## src/verilog/fvc_params.svh

```systemverilog
`ifndef FVC_PARAMS_SVH
`define FVC_PARAMS_SVH
// Notes on behaviour
// - bit 7 low enables parity and read-data checking in octal DDR reads.
// - bit 6 high: all lines same in training; low inverts line 3.
// - bits 5:4 pick program check chunk: 00 to 11 give 128, 64, 32 or 16 bytes.
// - bit 3 low enables parity and program-data checking in octal DDR.
// - bit 2 picks error pin event: two-bit detect (1) or correction (0).
// - bit 1 low lets the error pin signal; high keeps it inactive.
// - bit 0 low turns correction on; default is off.
// - byte 0Ah holds training pattern, sent MSB first, default 55h.
// - wrap byte: FFh continuous, FEh 64, FDh 32, FCh 16 bytes.
// - execute-in-place byte: FEh enables, FFh disables; host confirms later.
// - address byte: FFh three address bytes, FEh four address bytes.
// - drive byte: FFh 50, FEh 35, FDh 25, FCh 18 ohm.
// - dummy byte: 01h-1Eh give cycle count; 1Fh and 00h mean default.
// - I/O byte: FFh, DFh extended; E7h, C7h octal DDR; strobe varies.
// - octal-boot parts accept only octal DDR with strobe.
// - correction event counter saturates at 15.
// - reads of reserved addresses return FFh.
// - reserved writes are ignored, set flag bit 1, clear write enable.

// register addresses
`define FVC_ADDR_IO      8'h00
`define FVC_ADDR_DUMMY   8'h01
`define FVC_ADDR_DRIVE   8'h03
`define FVC_ADDR_AWIDTH  8'h05
`define FVC_ADDR_XIP     8'h06
`define FVC_ADDR_WRAP    8'h07
`define FVC_ADDR_TRAIN   8'h0A
`define FVC_ADDR_INTEG   8'h0B

// reset values
`define FVC_RST_IO       8'hFF
`define FVC_RST_DUMMY    8'h1F
`define FVC_RST_DRIVE    8'hFF
`define FVC_RST_AWIDTH   8'hFF
`define FVC_RST_XIP      8'hFF
`define FVC_RST_WRAP     8'hFF
`define FVC_RST_TRAIN    8'h55
`define FVC_RST_INTEG    8'hFF
`define FVC_RSVD_READ    8'hFF

// integrity control field positions
`define FVC_BIT_RDCHK    7
`define FVC_BIT_SSO      6
`define FVC_BIT_SIZE_HI  5
`define FVC_BIT_SIZE_LO  4
`define FVC_BIT_PGCHK    3
`define FVC_BIT_ERRSEL   2
`define FVC_BIT_ERRDIS   1
`define FVC_BIT_CORRDIS  0

// setting codes
`define FVC_CODE_FF      8'hFF
`define FVC_CODE_FE      8'hFE
`define FVC_CODE_FD      8'hFD
`define FVC_CODE_FC      8'hFC
`define FVC_CODE_EXT_NS  8'hDF
`define FVC_CODE_ODDR    8'hE7
`define FVC_CODE_ODDR_NS 8'hC7
`define FVC_DUMMY_MAX    8'h1E
`define FVC_DUMMY_DEF    8'h1F
`define FVC_DUMMY_ZERO   8'h00
`define FVC_COUNT_MAX    4'hF
`define FVC_LINE_INV     3
`endif

```

## src/verilog/fvc_pkg.sv

```systemverilog
package fvc_pkg;
   typedef enum logic [1:0] {
      fvc_io_ext_strobe,
      fvc_io_ext_plain,
      fvc_io_oddr_strobe,
      fvc_io_oddr_plain
   } fvc_io_e;
   typedef enum logic [1:0] {
      fvc_wrap_none,
      fvc_wrap_64,
      fvc_wrap_32,
      fvc_wrap_16
   } fvc_wrap_e;
   typedef enum logic [1:0] {
      fvc_drive_50,
      fvc_drive_35,
      fvc_drive_25,
      fvc_drive_18
   } fvc_drive_e;
   typedef enum logic [1:0] {
      fvc_chunk_128,
      fvc_chunk_64,
      fvc_chunk_32,
      fvc_chunk_16
   } fvc_chunk_e;
endpackage

```

## src/verilog/fvc_bank.sv

```systemverilog
`timescale 1ns/1ps
`include "fvc_params.svh"
module fvc_bank
   import fvc_pkg::*;
(
   // clock and reset
   input  wire logic       clock,
   input  wire logic       arst_n,
   // factory strap, caught after reset
   input  wire logic       boot_octal_ddr,
   // register command port from the command decoder
   input  wire logic       cmd_write,
   input  wire logic       cmd_read,
   input  wire logic [7:0] cmd_addr,
   input  wire logic [7:0] cmd_wdata,
   output logic [7:0]      cmd_rdata,
   output logic            cmd_rvalid,
   output logic            rsvd_write_flag_set,
   output logic            write_enable_clear,
   // decoded settings
   output fvc_io_e         io_mode,
   output logic [4:0]      dummy_count,
   output logic            dummy_use_default,
   output fvc_drive_e      drive_select,
   output logic            address_four_bytes,
   output logic            xip_enabled,
   output fvc_wrap_e       wrap_select,
   output logic            read_check_enable,
   output logic            program_check_enable,
   output fvc_chunk_e      program_check_chunk_size,
   output logic            correction_enable,
   // correction events from the array path
   input  wire logic       corr_event,
   input  wire logic       detect_event,
   input  wire logic [27:0] event_chunk_addr,
   input  wire logic       error_status_clear,
   output logic [3:0]      correction_event_count,
   output logic [27:0]     failing_chunk_address,
   output logic            error_pin_n,
   // training pattern drive
   input  wire logic       link_clk,
   input  wire logic       train_active,
   output logic [7:0]      dq_out,
   output logic            dq_oe
);
   // ==========================================================
   // storage
   logic [7:0] io_byte;
   logic [7:0] dummy_byte;
   logic [7:0] drive_byte;
   logic [7:0] awidth_byte;
   logic [7:0] xip_byte;
   logic [7:0] wrap_byte;
   logic [7:0] training_pattern;
   logic [7:0] integ_byte;
   logic       octal_part;
   logic       strap_taken;
   logic [1:0] strap_sync;
   logic [1:0] strap_wait;

   // ==========================================================
   // write decode
   wire hit_io     = cmd_addr == `FVC_ADDR_IO;
   wire hit_dummy  = cmd_addr == `FVC_ADDR_DUMMY;
   wire hit_drive  = cmd_addr == `FVC_ADDR_DRIVE;
   wire hit_awidth = cmd_addr == `FVC_ADDR_AWIDTH;
   wire hit_xip    = cmd_addr == `FVC_ADDR_XIP;
   wire hit_wrap   = cmd_addr == `FVC_ADDR_WRAP;
   wire hit_train  = cmd_addr == `FVC_ADDR_TRAIN;
   wire hit_integ  = cmd_addr == `FVC_ADDR_INTEG;

   wire code_four  = cmd_wdata == `FVC_CODE_FF || cmd_wdata == `FVC_CODE_FE
                  || cmd_wdata == `FVC_CODE_FD || cmd_wdata == `FVC_CODE_FC;
   wire code_two   = cmd_wdata == `FVC_CODE_FF
                  || cmd_wdata == `FVC_CODE_FE;
   wire code_dummy = cmd_wdata <= `FVC_DUMMY_DEF;
   wire code_io_ext  = cmd_wdata == `FVC_CODE_FF
                    || cmd_wdata == `FVC_CODE_EXT_NS
                    || cmd_wdata == `FVC_CODE_ODDR_NS;
   wire code_io    = octal_part ? cmd_wdata == `FVC_CODE_ODDR
                   : (code_io_ext || cmd_wdata == `FVC_CODE_ODDR);

   wire ok_io     = hit_io && code_io;
   wire ok_dummy  = hit_dummy && code_dummy;
   wire ok_drive  = hit_drive && code_four;
   wire ok_awidth = hit_awidth && code_two;
   wire ok_xip    = hit_xip && code_two;
   wire ok_wrap   = hit_wrap && code_four;
   wire ok_any    = ok_io || ok_dummy || ok_drive || ok_awidth || ok_xip
                 || ok_wrap || hit_train || hit_integ;
   wire rsvd_wr   = cmd_write && !ok_any;

   // ==========================================================
   // registers
   always_ff @(posedge clock or negedge arst_n) begin
      if (!arst_n) begin
         io_byte          <= `FVC_RST_IO;
         dummy_byte       <= `FVC_RST_DUMMY;
         drive_byte       <= `FVC_RST_DRIVE;
         awidth_byte      <= `FVC_RST_AWIDTH;
         xip_byte         <= `FVC_RST_XIP;
         wrap_byte        <= `FVC_RST_WRAP;
         training_pattern <= `FVC_RST_TRAIN;
         integ_byte       <= `FVC_RST_INTEG;
      end else if (cmd_write) begin
         if (ok_io) io_byte <= cmd_wdata;
         if (ok_dummy) dummy_byte <= cmd_wdata;
         if (ok_drive) drive_byte <= cmd_wdata;
         if (ok_awidth) awidth_byte <= cmd_wdata;
         if (ok_xip) xip_byte <= cmd_wdata;
         if (ok_wrap) wrap_byte <= cmd_wdata;
         if (hit_train) training_pattern <= cmd_wdata;
         if (hit_integ) integ_byte <= cmd_wdata;
      end
   end

   // strap synchronised, then caught once after reset release
   always_ff @(posedge clock or negedge arst_n) begin
      if (!arst_n) begin
         strap_sync  <= 2'b00;
         strap_wait  <= 2'b00;
         octal_part  <= 1'b0;
         strap_taken <= 1'b0;
      end else begin
         strap_sync <= {strap_sync[0], boot_octal_ddr};
         strap_wait <= {strap_wait[0], 1'b1};
         if (strap_wait[1] && !strap_taken) begin
            octal_part  <= strap_sync[1];
            strap_taken <= 1'b1;
         end
      end
   end

   // ==========================================================
   // read path and reserved write pulses
   logic [7:0] next_rdata;
   always_comb begin
      if (hit_io) next_rdata = io_byte;
      else if (hit_dummy) next_rdata = dummy_byte;
      else if (hit_drive) next_rdata = drive_byte;
      else if (hit_awidth) next_rdata = awidth_byte;
      else if (hit_xip) next_rdata = xip_byte;
      else if (hit_wrap) next_rdata = wrap_byte;
      else if (hit_train) next_rdata = training_pattern;
      else if (hit_integ) next_rdata = integ_byte;
      else next_rdata = `FVC_RSVD_READ;
   end

   always_ff @(posedge clock or negedge arst_n) begin
      if (!arst_n) begin
         cmd_rdata           <= 8'h00;
         cmd_rvalid          <= 1'b0;
         rsvd_write_flag_set <= 1'b0;
         write_enable_clear  <= 1'b0;
      end else begin
         cmd_rvalid          <= cmd_read;
         if (cmd_read) cmd_rdata <= next_rdata;
         rsvd_write_flag_set <= rsvd_wr;
         write_enable_clear  <= rsvd_wr;
      end
   end

   // ==========================================================
   // decoded settings
   always_comb begin
      if (octal_part) io_mode = fvc_io_oddr_strobe;
      else if (io_byte == `FVC_CODE_EXT_NS) io_mode = fvc_io_ext_plain;
      else if (io_byte == `FVC_CODE_ODDR) io_mode = fvc_io_oddr_strobe;
      else if (io_byte == `FVC_CODE_ODDR_NS) io_mode = fvc_io_oddr_plain;
      else io_mode = fvc_io_ext_strobe;
   end

   assign dummy_use_default = dummy_byte == `FVC_DUMMY_DEF
                           || dummy_byte == `FVC_DUMMY_ZERO;
   assign dummy_count = dummy_byte[4:0];

   assign drive_select = fvc_drive_e'(~drive_byte[1:0]);
   assign wrap_select  = fvc_wrap_e'(~wrap_byte[1:0]);
   assign address_four_bytes = awidth_byte == `FVC_CODE_FE;
   assign xip_enabled = xip_byte == `FVC_CODE_FE;

   assign read_check_enable = !integ_byte[`FVC_BIT_RDCHK];
   assign program_check_enable = !integ_byte[`FVC_BIT_PGCHK];
   assign program_check_chunk_size = fvc_chunk_e'(
      integ_byte[`FVC_BIT_SIZE_HI:`FVC_BIT_SIZE_LO]);
   assign correction_enable = !integ_byte[`FVC_BIT_CORRDIS];

   // ==========================================================
   // correction events and error pin
   wire sel_detect = integ_byte[`FVC_BIT_ERRSEL];
   wire sel_event  = correction_enable
                  && (sel_detect ? detect_event : corr_event);
   logic err_flag;
   logic addr_held;

   always_ff @(posedge clock or negedge arst_n) begin
      if (!arst_n) begin
         correction_event_count <= 4'h0;
         failing_chunk_address  <= 28'h0000000;
         addr_held              <= 1'b0;
         err_flag               <= 1'b0;
      end else begin
         if (correction_enable && corr_event
             && correction_event_count != `FVC_COUNT_MAX)
            correction_event_count <= correction_event_count + 4'h1;
         if (sel_event && !addr_held) begin
            failing_chunk_address <= event_chunk_addr;
            addr_held             <= 1'b1;
         end else if (error_status_clear) begin
            addr_held <= 1'b0;
         end
         if (sel_event) err_flag <= 1'b1;
         else if (error_status_clear) err_flag <= 1'b0;
      end
   end

   assign error_pin_n = !(err_flag && !integ_byte[`FVC_BIT_ERRDIS]);

   // ==========================================================
   // training pattern drive on link clock edges
   logic [1:0] lclk_sync;
   logic [1:0] act_sync;
   logic       lclk_prev;
   logic [2:0] bit_idx;

   wire lclk_rise = lclk_sync[1] && !lclk_prev;
   wire pat_bit   = training_pattern[3'h7 - bit_idx];
   wire sso_on    = !integ_byte[`FVC_BIT_SSO];
   wire [7:0] inv_mask = sso_on ? (8'h01 << `FVC_LINE_INV) : 8'h00;

   always_ff @(posedge clock or negedge arst_n) begin
      if (!arst_n) begin
         lclk_sync <= 2'b00;
         act_sync  <= 2'b00;
         lclk_prev <= 1'b0;
         bit_idx   <= 3'h0;
         dq_out    <= 8'h00;
         dq_oe     <= 1'b0;
      end else begin
         lclk_sync <= {lclk_sync[0], link_clk};
         act_sync  <= {act_sync[0], train_active};
         lclk_prev <= lclk_sync[1];
         dq_oe     <= act_sync[1];
         if (!act_sync[1]) begin
            bit_idx <= 3'h0;
         end else if (lclk_rise) begin
            dq_out  <= {8{pat_bit}} ^ inv_mask;
            bit_idx <= bit_idx + 3'h1;
         end
      end
   end
endmodule

```

## config.mk

```make
export PLATFORM = sky130hd
export DESIGN_NAME = fvc_bank
export DESIGN_NICKNAME = d
export VERILOG_FILES = /design/src/verilog/fvc_pkg.sv /design/src/verilog/fvc_bank.sv
export VERILOG_INCLUDE_DIRS = /design/src /design/src/verilog
export SDC_FILE = /design/constraint.sdc
export NUM_CORES = 1
export LEC_CHECK = 0
export BUFFER_PORTS_ARGS = -buffer_cell sky130_fd_sc_hd__buf_2
export CAP_MARGIN = 15
export CELL_PAD_IN_SITES_DETAIL_PLACEMENT = 1
export CELL_PAD_IN_SITES_GLOBAL_PLACEMENT = 1
export CORE_MARGIN = 1
export CORE_UTILIZATION = 36
export DETAILED_ROUTE_END_ITERATION = 10
export PLACE_DENSITY_LB_ADDON = 0.15
export SYNTH_ARGS = -nofsm -noshare
export SYNTH_HDL_FRONTEND = slang
export SYNTH_SLANG_ARGS = --single-unit
```

## constraint.sdc

```tcl
create_clock -name clock -period 2.3 [get_ports clock]
set_clock_uncertainty 0.2 [all_clocks]
set_input_delay 0.115 -clock clock [delete_from_list [all_inputs] [get_ports clock]]
set_output_delay 0.115 -clock clock [all_outputs]
set_load 0.005 [all_outputs]
```

==> results of run 1 <==
worst max-delay path, delay by kind of cell, from the launching register on:
| kind | cells | cell delay, ps |
|---|---|---|
| and+or+nand+nor | 3 | 800 |
| DFF | 1 | 400 |
| buffers and inverters | 1 | 170 |
| AOI/OAI and AO/OA | 1 | 60 |
layout make-up:
class | count | share of cell area
Clock buffer | 20 | 0.06016
Inverter | 12 | 0.005934
Clock inverter | 12 | 0.02423
Timing Repair Buffer | 196 | 0.1734
Sequential cell | 125 | 0.4215
Multi-Input combinational cell | 280 | 0.2838
Tap cell | 188 | 0.03099
state kept, by name, summed over array words and instances (netlist names), 3 cells and up:
| signal | count |
|---|---|
| wrap_byte | 8 |
| integ_byte | 8 |
| correction_event_count | 4 |
| bit_idx | 3 |
| cmd_rdata | 8 |
| xip_byte | 8 |
| drive_byte | 8 |
| io_byte | 8 |
| training_pattern | 8 |
| failing_chunk_address | 28 |
| dummy_byte | 8 |
| awidth_byte | 8 |
stage by stage:
| stage | utilization | std cells | area [um2] |
|---|---|---|---|
| detailed placement | 0.4274 | 754 | 6474 |
| floorplan | - | 450 | 5573 |
| global placement | 0.4274 | 754 | 6474 |
| global route | 0.5012 | 833 | 7591 |
| finish | 0.5012 | 833 | 7591 |
| CTS | 0.5008 | 833 | 7585 |
logic make-up after synthesis:
| kind of cell | Yosys count | share of synthesized area |
|---|---|---|
| and+or+nand+nor | 124 | 0.1266 |
| other | 1 | 0.0006729 |
| adders and majority gates | 2 | 0.004490 |
| buffers and inverters | 45 | 0.04086 |
| muxes | 86 | 0.1753 |
| AOI/OAI and AO/OA | 59 | 0.06533 |
| xor gates and xnor gates | 8 | 0.01257 |
| DFF | 125 | 0.5741 |
layer usage:
metal  wire length [um]  vias up
li1                   -     1941
met1               6676     2059
met2               7768      104
met3                810       16
met4                194        0
met5                  0        -
Yosys cell counts, types with 2 or more instances:
library cell  number
dfrtp_1           68
mux2_2            61
dfstp_2           57
nand2b_1          25
mux2i_1           20
o21ai_0           19
nand2_1           18
nor2_1            18
buf_4             15
or2_2             14
a21oi_1           13
clkbuf_1          13
inv_1             12
a22oi_1            7
nand3_1            7
nor2b_1            6
nor4_1             6
and2_1             5
and3_1             5
xnor2_1            5
a31oi_1            4
nand4_1            4
buf_1              3
mux2_4             3
nor3_1             3
o22ai_1            3
or3_1              3
xor2_1             3
a211oi_1           2
a21boi_0           2
a311oi_1           2
ha_1               2
mux4_2             2
nand4b_1           2
o22a_1             2
o311ai_0           2
o32ai_1            2
or3b_2             2
or4_1              2
worst min path at each step:
stage | cells after the start | from | slack, ps | endpoint
after floorplan | 0 | arst_n | -380 | act_sync[0]
after global placement | 1 | arst_n | -30 | dq_out[6]
after detailed placement | 1 | arst_n | -20 | write_enable_clear
after CTS | 3 | cmd_wdata[0] | 20 | dummy_byte[0]
after global routing | 3 | cmd_wdata[0] | 30 | dummy_byte[0]
final | 3 | cmd_wdata[0] | 40 | dummy_byte[0]
timing repair:
item                                    4_1_cts  5_1_grt
endpoints found under the setup margin        0        1
endpoints found under the hold margin       152        0
gates resized for setup                       0        1
hold buffers                                 47        0
report_power, final:
group | leakage, nW | internal [mW] | total [mW] | switching (mW)
clock | 0.307 | 1.88 | 2.91 | 1.03
combinational | 1.78 | 0.428 | 0.787 | 0.359
sequential | 1.38 | 2.41 | 2.55 | 0.142
total | 3.47 | 4.71 | 6.24 | 1.53
==> summary.txt, run 1 <==
Clock tree
  • Setup repair bufs after CTS: 0
  • Clk root buf: clkbuf_16
  • Clock Tree Buf Depth: 2
  • Worst skew pair latency: 420 ps
  • Clock tree from TritonCTS: built
  • CTS sink count: 125
  • Total CTS buffers: 17
  • Clock transition at path regs: 60 ps
  • Htree depth: 4

Routing
  • Post-route ant nets: 0
  • Via count: 4120
  • DR DRC count: 0
  • Via density: 4.946
  • DR iter-0 viols: 130
  • Routed wire length: 15.45 mm
  • WL per Instance: 18.55 um
  • TritonRoute pass-1 iters: 4

Power
  • LEAKAGE: 3.470 nW
  • VDD IR max: 0.5597 mV
  • Power, Total: 6.242 mW
  • P per Cell Area: 822.3 nW/um2

Worst setup path
  • CP endpoint: dummy_use_default
  • Reg2reg setup slack: 270 ps
  • Crit path DAT: 1850 ps
  • CP endpoint kind: primary output
  • Worst EP required: 1990 ps
  • Worst Reg-to-Reg Cells: 5
  • CP Max Fanout: 5
  • Crit. Startpoint: dummy_byte[3]
  • CP max stage cell: or4_1
  • Critical R2R Launch: octal_part
  • Type of the worst setup path: reg2out
  • Critical Path Max Stage Delay: 510 ps
  • Crit-path cells: or4_1 > nor2_1 > a31oi_1 > nor4_2 > buf_2
  • Worst Setup Start Kind: flip-flop
  • R2R Path End: io_byte[3]

Logic synthesis
  • Leading area contributor after synthesis: dfrtp_1
  • Syn Nets: 506
  • Mean Syn Cell Area: 12.38 um2
  • Post-synthesis cell count: 450
  • Ys async rst share: 1.000
  • Yosys synthesis warning count: 0
  • Yosys cell types: 47
  • #FFs+latches synth: 125
  • Most used DFF post-synth: dfrtp_1
  • Seq/Total Area, Yosys: 0.5741
  • Synth top area share: 0.3053
  • Mapped cell area: 5573 um2
  • Number of synthesized flops with an enable pin: 0
  • Area contributors post-synth: dfrtp_1 (31%), dfstp_2 (27%), mux2_2 (12%), mux2i_1 (3.6%), nand2b_1 (2.8%)

Floorplanning
  • Chip width: 126.4 um
  • Core area: 15150 um2
  • Row cnt: 45
  • Die Ht: 126.4 um
  • Die ar.: 15980 um2
  • Starting Density: 0.3679
  • I/O pins: 126

Global routing
  • Routing usage on met3: 0.07001
  • Initial antenna violation count: 0
  • GR met2 Demand/Resource: 0.3536
  • Vias in the first global route: 4626
  • Tot GR Track Use: 0.2104
  • M1 GR Usage: 0.2568
  • First-pass GRT wire length: 25.29 mm
  • Largest net degree at the start of global routing: 45
  • GRT overflow: 0
  • Grt peak-use layer: met2

Timing
  • Relative slew margins: 0.5784
  • Fin. Hold Viols: 0
  • Slew at the pin with the worst max-slew slack: 628.2 ps
  • TNS Setup: 0 ps
  • Max Slew Vio Count: 0
  • RSZ-0062 raised after global routing: no
  • Setup ws final: 139.5 ps
  • Worst Hold Slack: 35.01 ps
  • Final period utilization: 0.9393
  • Count of final setup violators: 0
  • Final Critical Period: 2160 ps
  • Fmax: 462.9 MHz

Place
  • Setup WS pre-CTS: 116.5 ps
  • Placer Congestion: 0.8059
  • HPWL Detailed: 10.61 mm
  • Port Buf Inserts: 125

Final layout
  • Most common cell after layout, fill and taps aside: buf_2
  • Fillers: 1575
  • Diode count: 0
  • Reg area: 3199 um2
  • Layout cell share with drive strength beyond 1: 0.5023
  • Layout net count: 688
  • Area of the multi-input gates: 2155 um2
  • Most frequent cells in the layout: buf_2 (124), dfrtp_1 (68), mux2_2 (61)
  • Synth-to-Final Area Change: 36.21%

Job
  • Max-Cap Viols: 0

Run status
  • Status: finished, final reports clean

Min path
  • Hold Crit Class: in2reg
No activity file was read; power rests on OpenSTA's default activity.
==> run 2, diff against run 1 <==
--- a/config.mk
+++ b/config.mk
@@ -13,7 +13,7 @@
 export CORE_MARGIN = 1
 export CORE_UTILIZATION = 36
 export DETAILED_ROUTE_END_ITERATION = 10
-export PLACE_DENSITY_LB_ADDON = 0.15
+export PLACE_DENSITY = 0.76
 export SYNTH_ARGS = -nofsm -noshare
 export SYNTH_HDL_FRONTEND = slang
 export SYNTH_SLANG_ARGS = --single-unit
==> constraint.sdc (replaced) <==
create_clock -name clock -period 2.3 [get_ports clock]
set_clock_uncertainty 0.2 [all_clocks]
set_input_delay 0.115 -clock clock [delete_from_list [all_inputs] [get_ports clock]]
set_output_delay 0.115 -clock clock [all_outputs]
set_load 0.1 [all_outputs]
==> summary.txt, run 2 (synthesized netlist as in run 1, its figures left out) <==
Clock tree
  • CTS sink count: 125 (unchanged)
  • Htree depth: 4 (unchanged)
  • Worst skew pair latency: 430 ps (was 420 ps)
  • Total CTS buffers: 17 (unchanged)
  • Setup repair bufs after CTS: 0 (unchanged)
  • Clk root buf: clkbuf_16 (unchanged)
  • Clock Tree Buf Depth: 2 (unchanged)
  • Clock transition at path regs: 70 ps (was 60 ps)
  • Clock tree from TritonCTS: built (unchanged)

Global routing
  • Largest net degree at the start of global routing: 53 (was 45)
  • Routing usage on met3: 0.06537 (was 0.07001)
  • Initial antenna violation count: 0 (unchanged)
  • GRT overflow: 0 (unchanged)
  • Grt peak-use layer: met2 (unchanged)
  • First-pass GRT wire length: 25.88 mm (was 25.29 mm)
  • M1 GR Usage: 0.2612 (was 0.2568)
  • Vias in the first global route: 4598 (was 4626)
  • GR met2 Demand/Resource: 0.3601 (was 0.3536)
  • Tot GR Track Use: 0.2159 (was 0.2104)

Final layout
  • Layout Utilization: 0.5000 (was 0.5012)
  • Diode count: 0 (unchanged)
  • Number of flip-flops in the largest register: 28 (unchanged)
  • Most common cell after layout, fill and taps aside: buf_2 (unchanged)
  • Post-Layout Cell Count: 828 (was 833)
  • Reg with most FFs: failing_chunk_address (unchanged)
  • Layout cell share with drive strength beyond 1: 0.5125 (was 0.5023)
  • Synth-to-Final Area Change: 35.90% (was 36.21%)
  • Most frequent cells in the layout: buf_2 (121), dfrtp_1 (68), mux2_2 (61) (was buf_2 (124), dfrtp_1 (68), mux2_2 (61))
  • Layout net count: 683 (was 688)

Timing
  • Final Critical Period: 2279 ps (was 2160 ps)
  • Final period utilization: 0.9908 (was 0.9393)
  • TNS Setup: 0 ps (unchanged)
  • Slew at the pin with the worst max-slew slack: 617.9 ps (was 628.2 ps)
  • Relative slew margins: 0.5853 (was 0.5784)
  • Fin. Hold Viols: 0 (unchanged)
  • Count of final setup violators: 0 (unchanged)
  • Worst Hold Slack: 33.50 ps (was 35.01 ps)
  • RSZ-0062 raised after global routing: yes (was no)
  • Fmax: 438.8 MHz (was 462.9 MHz)
  • Max Slew Vio Count: 0 (unchanged)

Place
  • Placer Congestion: 0.8597 (was 0.8059)
  • HPWL Detailed: 10.78 mm (was 10.61 mm)
  • Port Buf Inserts: 125 (unchanged)
  • Dpl cells: 750 (was 754)

Routing
  • Routed wire length: 15.95 mm (was 15.45 mm)
  • DR iter-0 viols: 197 (was 130)
  • Via count: 4171 (was 4120)
  • Via density: 5.037 (was 4.946)
  • Post-route ant nets: 0 (unchanged)
  • TritonRoute pass-1 iters: 4 (unchanged)
  • DR DRC count: 0 (unchanged)
  • WL per Instance: 19.27 um (was 18.55 um)

Worst setup path
  • Crit path DAT: 1960 ps (was 1850 ps)
  • Worst EP required: 1990 ps (about the same)
  • Worst Setup Start Kind: flip-flop (unchanged)
  • CP max stage cell: or4_4 (was or4_1)
  • Top delay family on crit path: simple AND/OR/NAND/NOR gates (unchanged)
  • Crit-path cells: or4_4 > nor2_4 > a31oi_2 > nor4_4 > buf_12 (was or4_1 > nor2_1 > a31oi_1 > nor4_2 > buf_2)
  • Type of the worst setup path: reg2out (unchanged)
  • Crit path buf inv count: 1 (unchanged)
  • Reg2reg setup slack: 240 ps (was 270 ps)
  • Critical Path Max Stage Delay: 550 ps (was 510 ps)
  • CP Max Fanout: 5 (unchanged)
  • CP endpoint kind: primary output (unchanged)

Floorplanning
  • Die ar.: 15980 um2 (unchanged)
  • Row cnt: 45 (unchanged)
  • Die Ht: 126.4 um (unchanged)
  • Chip width: 126.4 um (unchanged)
  • I/O pins: 126 (unchanged)
  • Starting Density: 0.3679 (unchanged)
  • Core area: 15150 um2 (unchanged)

Power
  • VDD IR max: 0.8376 mV (was 0.5597 mV)
  • P per Cell Area: 974.9 nW/um2 (was 822.3 nW/um2)
  • LEAKAGE: 3.444 nW (was 3.470 nW)
  • Power, Total: 7.383 mW (was 6.242 mW)

Job
  • Max-Cap Viols: 0 (unchanged)

Min path
  • Hold Crit Class: in2reg (unchanged)

Run status
  • Status: finished, final reports clean (unchanged)
==> run 2: power breakdown <==
group / switching, mW / total, mW / internal, mW / leakage [nW]
registers: 0.150 / 2.56 / 2.41 / 1.38
logic: 1.68 / 2.11 / 0.429 / 1.77
clock network: 1.07 / 2.72 / 1.65 / 0.290
==> run 2: path summary, 6_finish.rpt <==
kind / from / to / cells after the start
max reg2reg: octal_part / io_byte[5] / 5
max in group asynchronous: arst_n / drive_byte[2] / 3
max: dummy_byte[3] / dummy_use_default / 5
min: cmd_wdata[0] / integ_byte[0] / 3
min in group asynchronous: arst_n / training_pattern[7] / 2
min reg2reg: act_sync[0] / act_sync[1] / 0
==> run 2: cell type report <==
class	count	area (um2)
clock inverters	14	157.7
flip-flops and latches	125	3199
multi-input cells	280	2215
well taps	188	235.2
clock buffers	18	439.2
inverters	12	48.80
fillers	1589	7572
repair buffers	191	1279
==> run 2: worst reg2reg max path, stage by stage (launching register included) <==
cell	delay, ps
dfrtp_1	420
inv_1	130
a22oi_1	80
or3_1	370
or3_1	470
mux2_4	340
==> run 2: timing repair <==
item / 4_1_cts / 5_1_grt
gates resized for setup: 4 / 5
hold endpoints to repair: 163 / 0
hold buffers: 46 / 0
setup endpoints to repair: 3 / 2
==> run 2: metrics by stage <==
step	setup WS, ps	cell area, um2
final	21.24	7574
after global routing	-45.87	7574
after CTS	-36.88	7551
after detailed placement	94.41	6481
after global placement	141.1	6481
after floorplan	-18.35	5623
==> run 2: routing by layer <==
metal	vias up	part of all wire
li1	1922	-
met1	2074	0.43
met2	152	0.49
met3	23	0.063
met4	0	0.018
met5	-	0
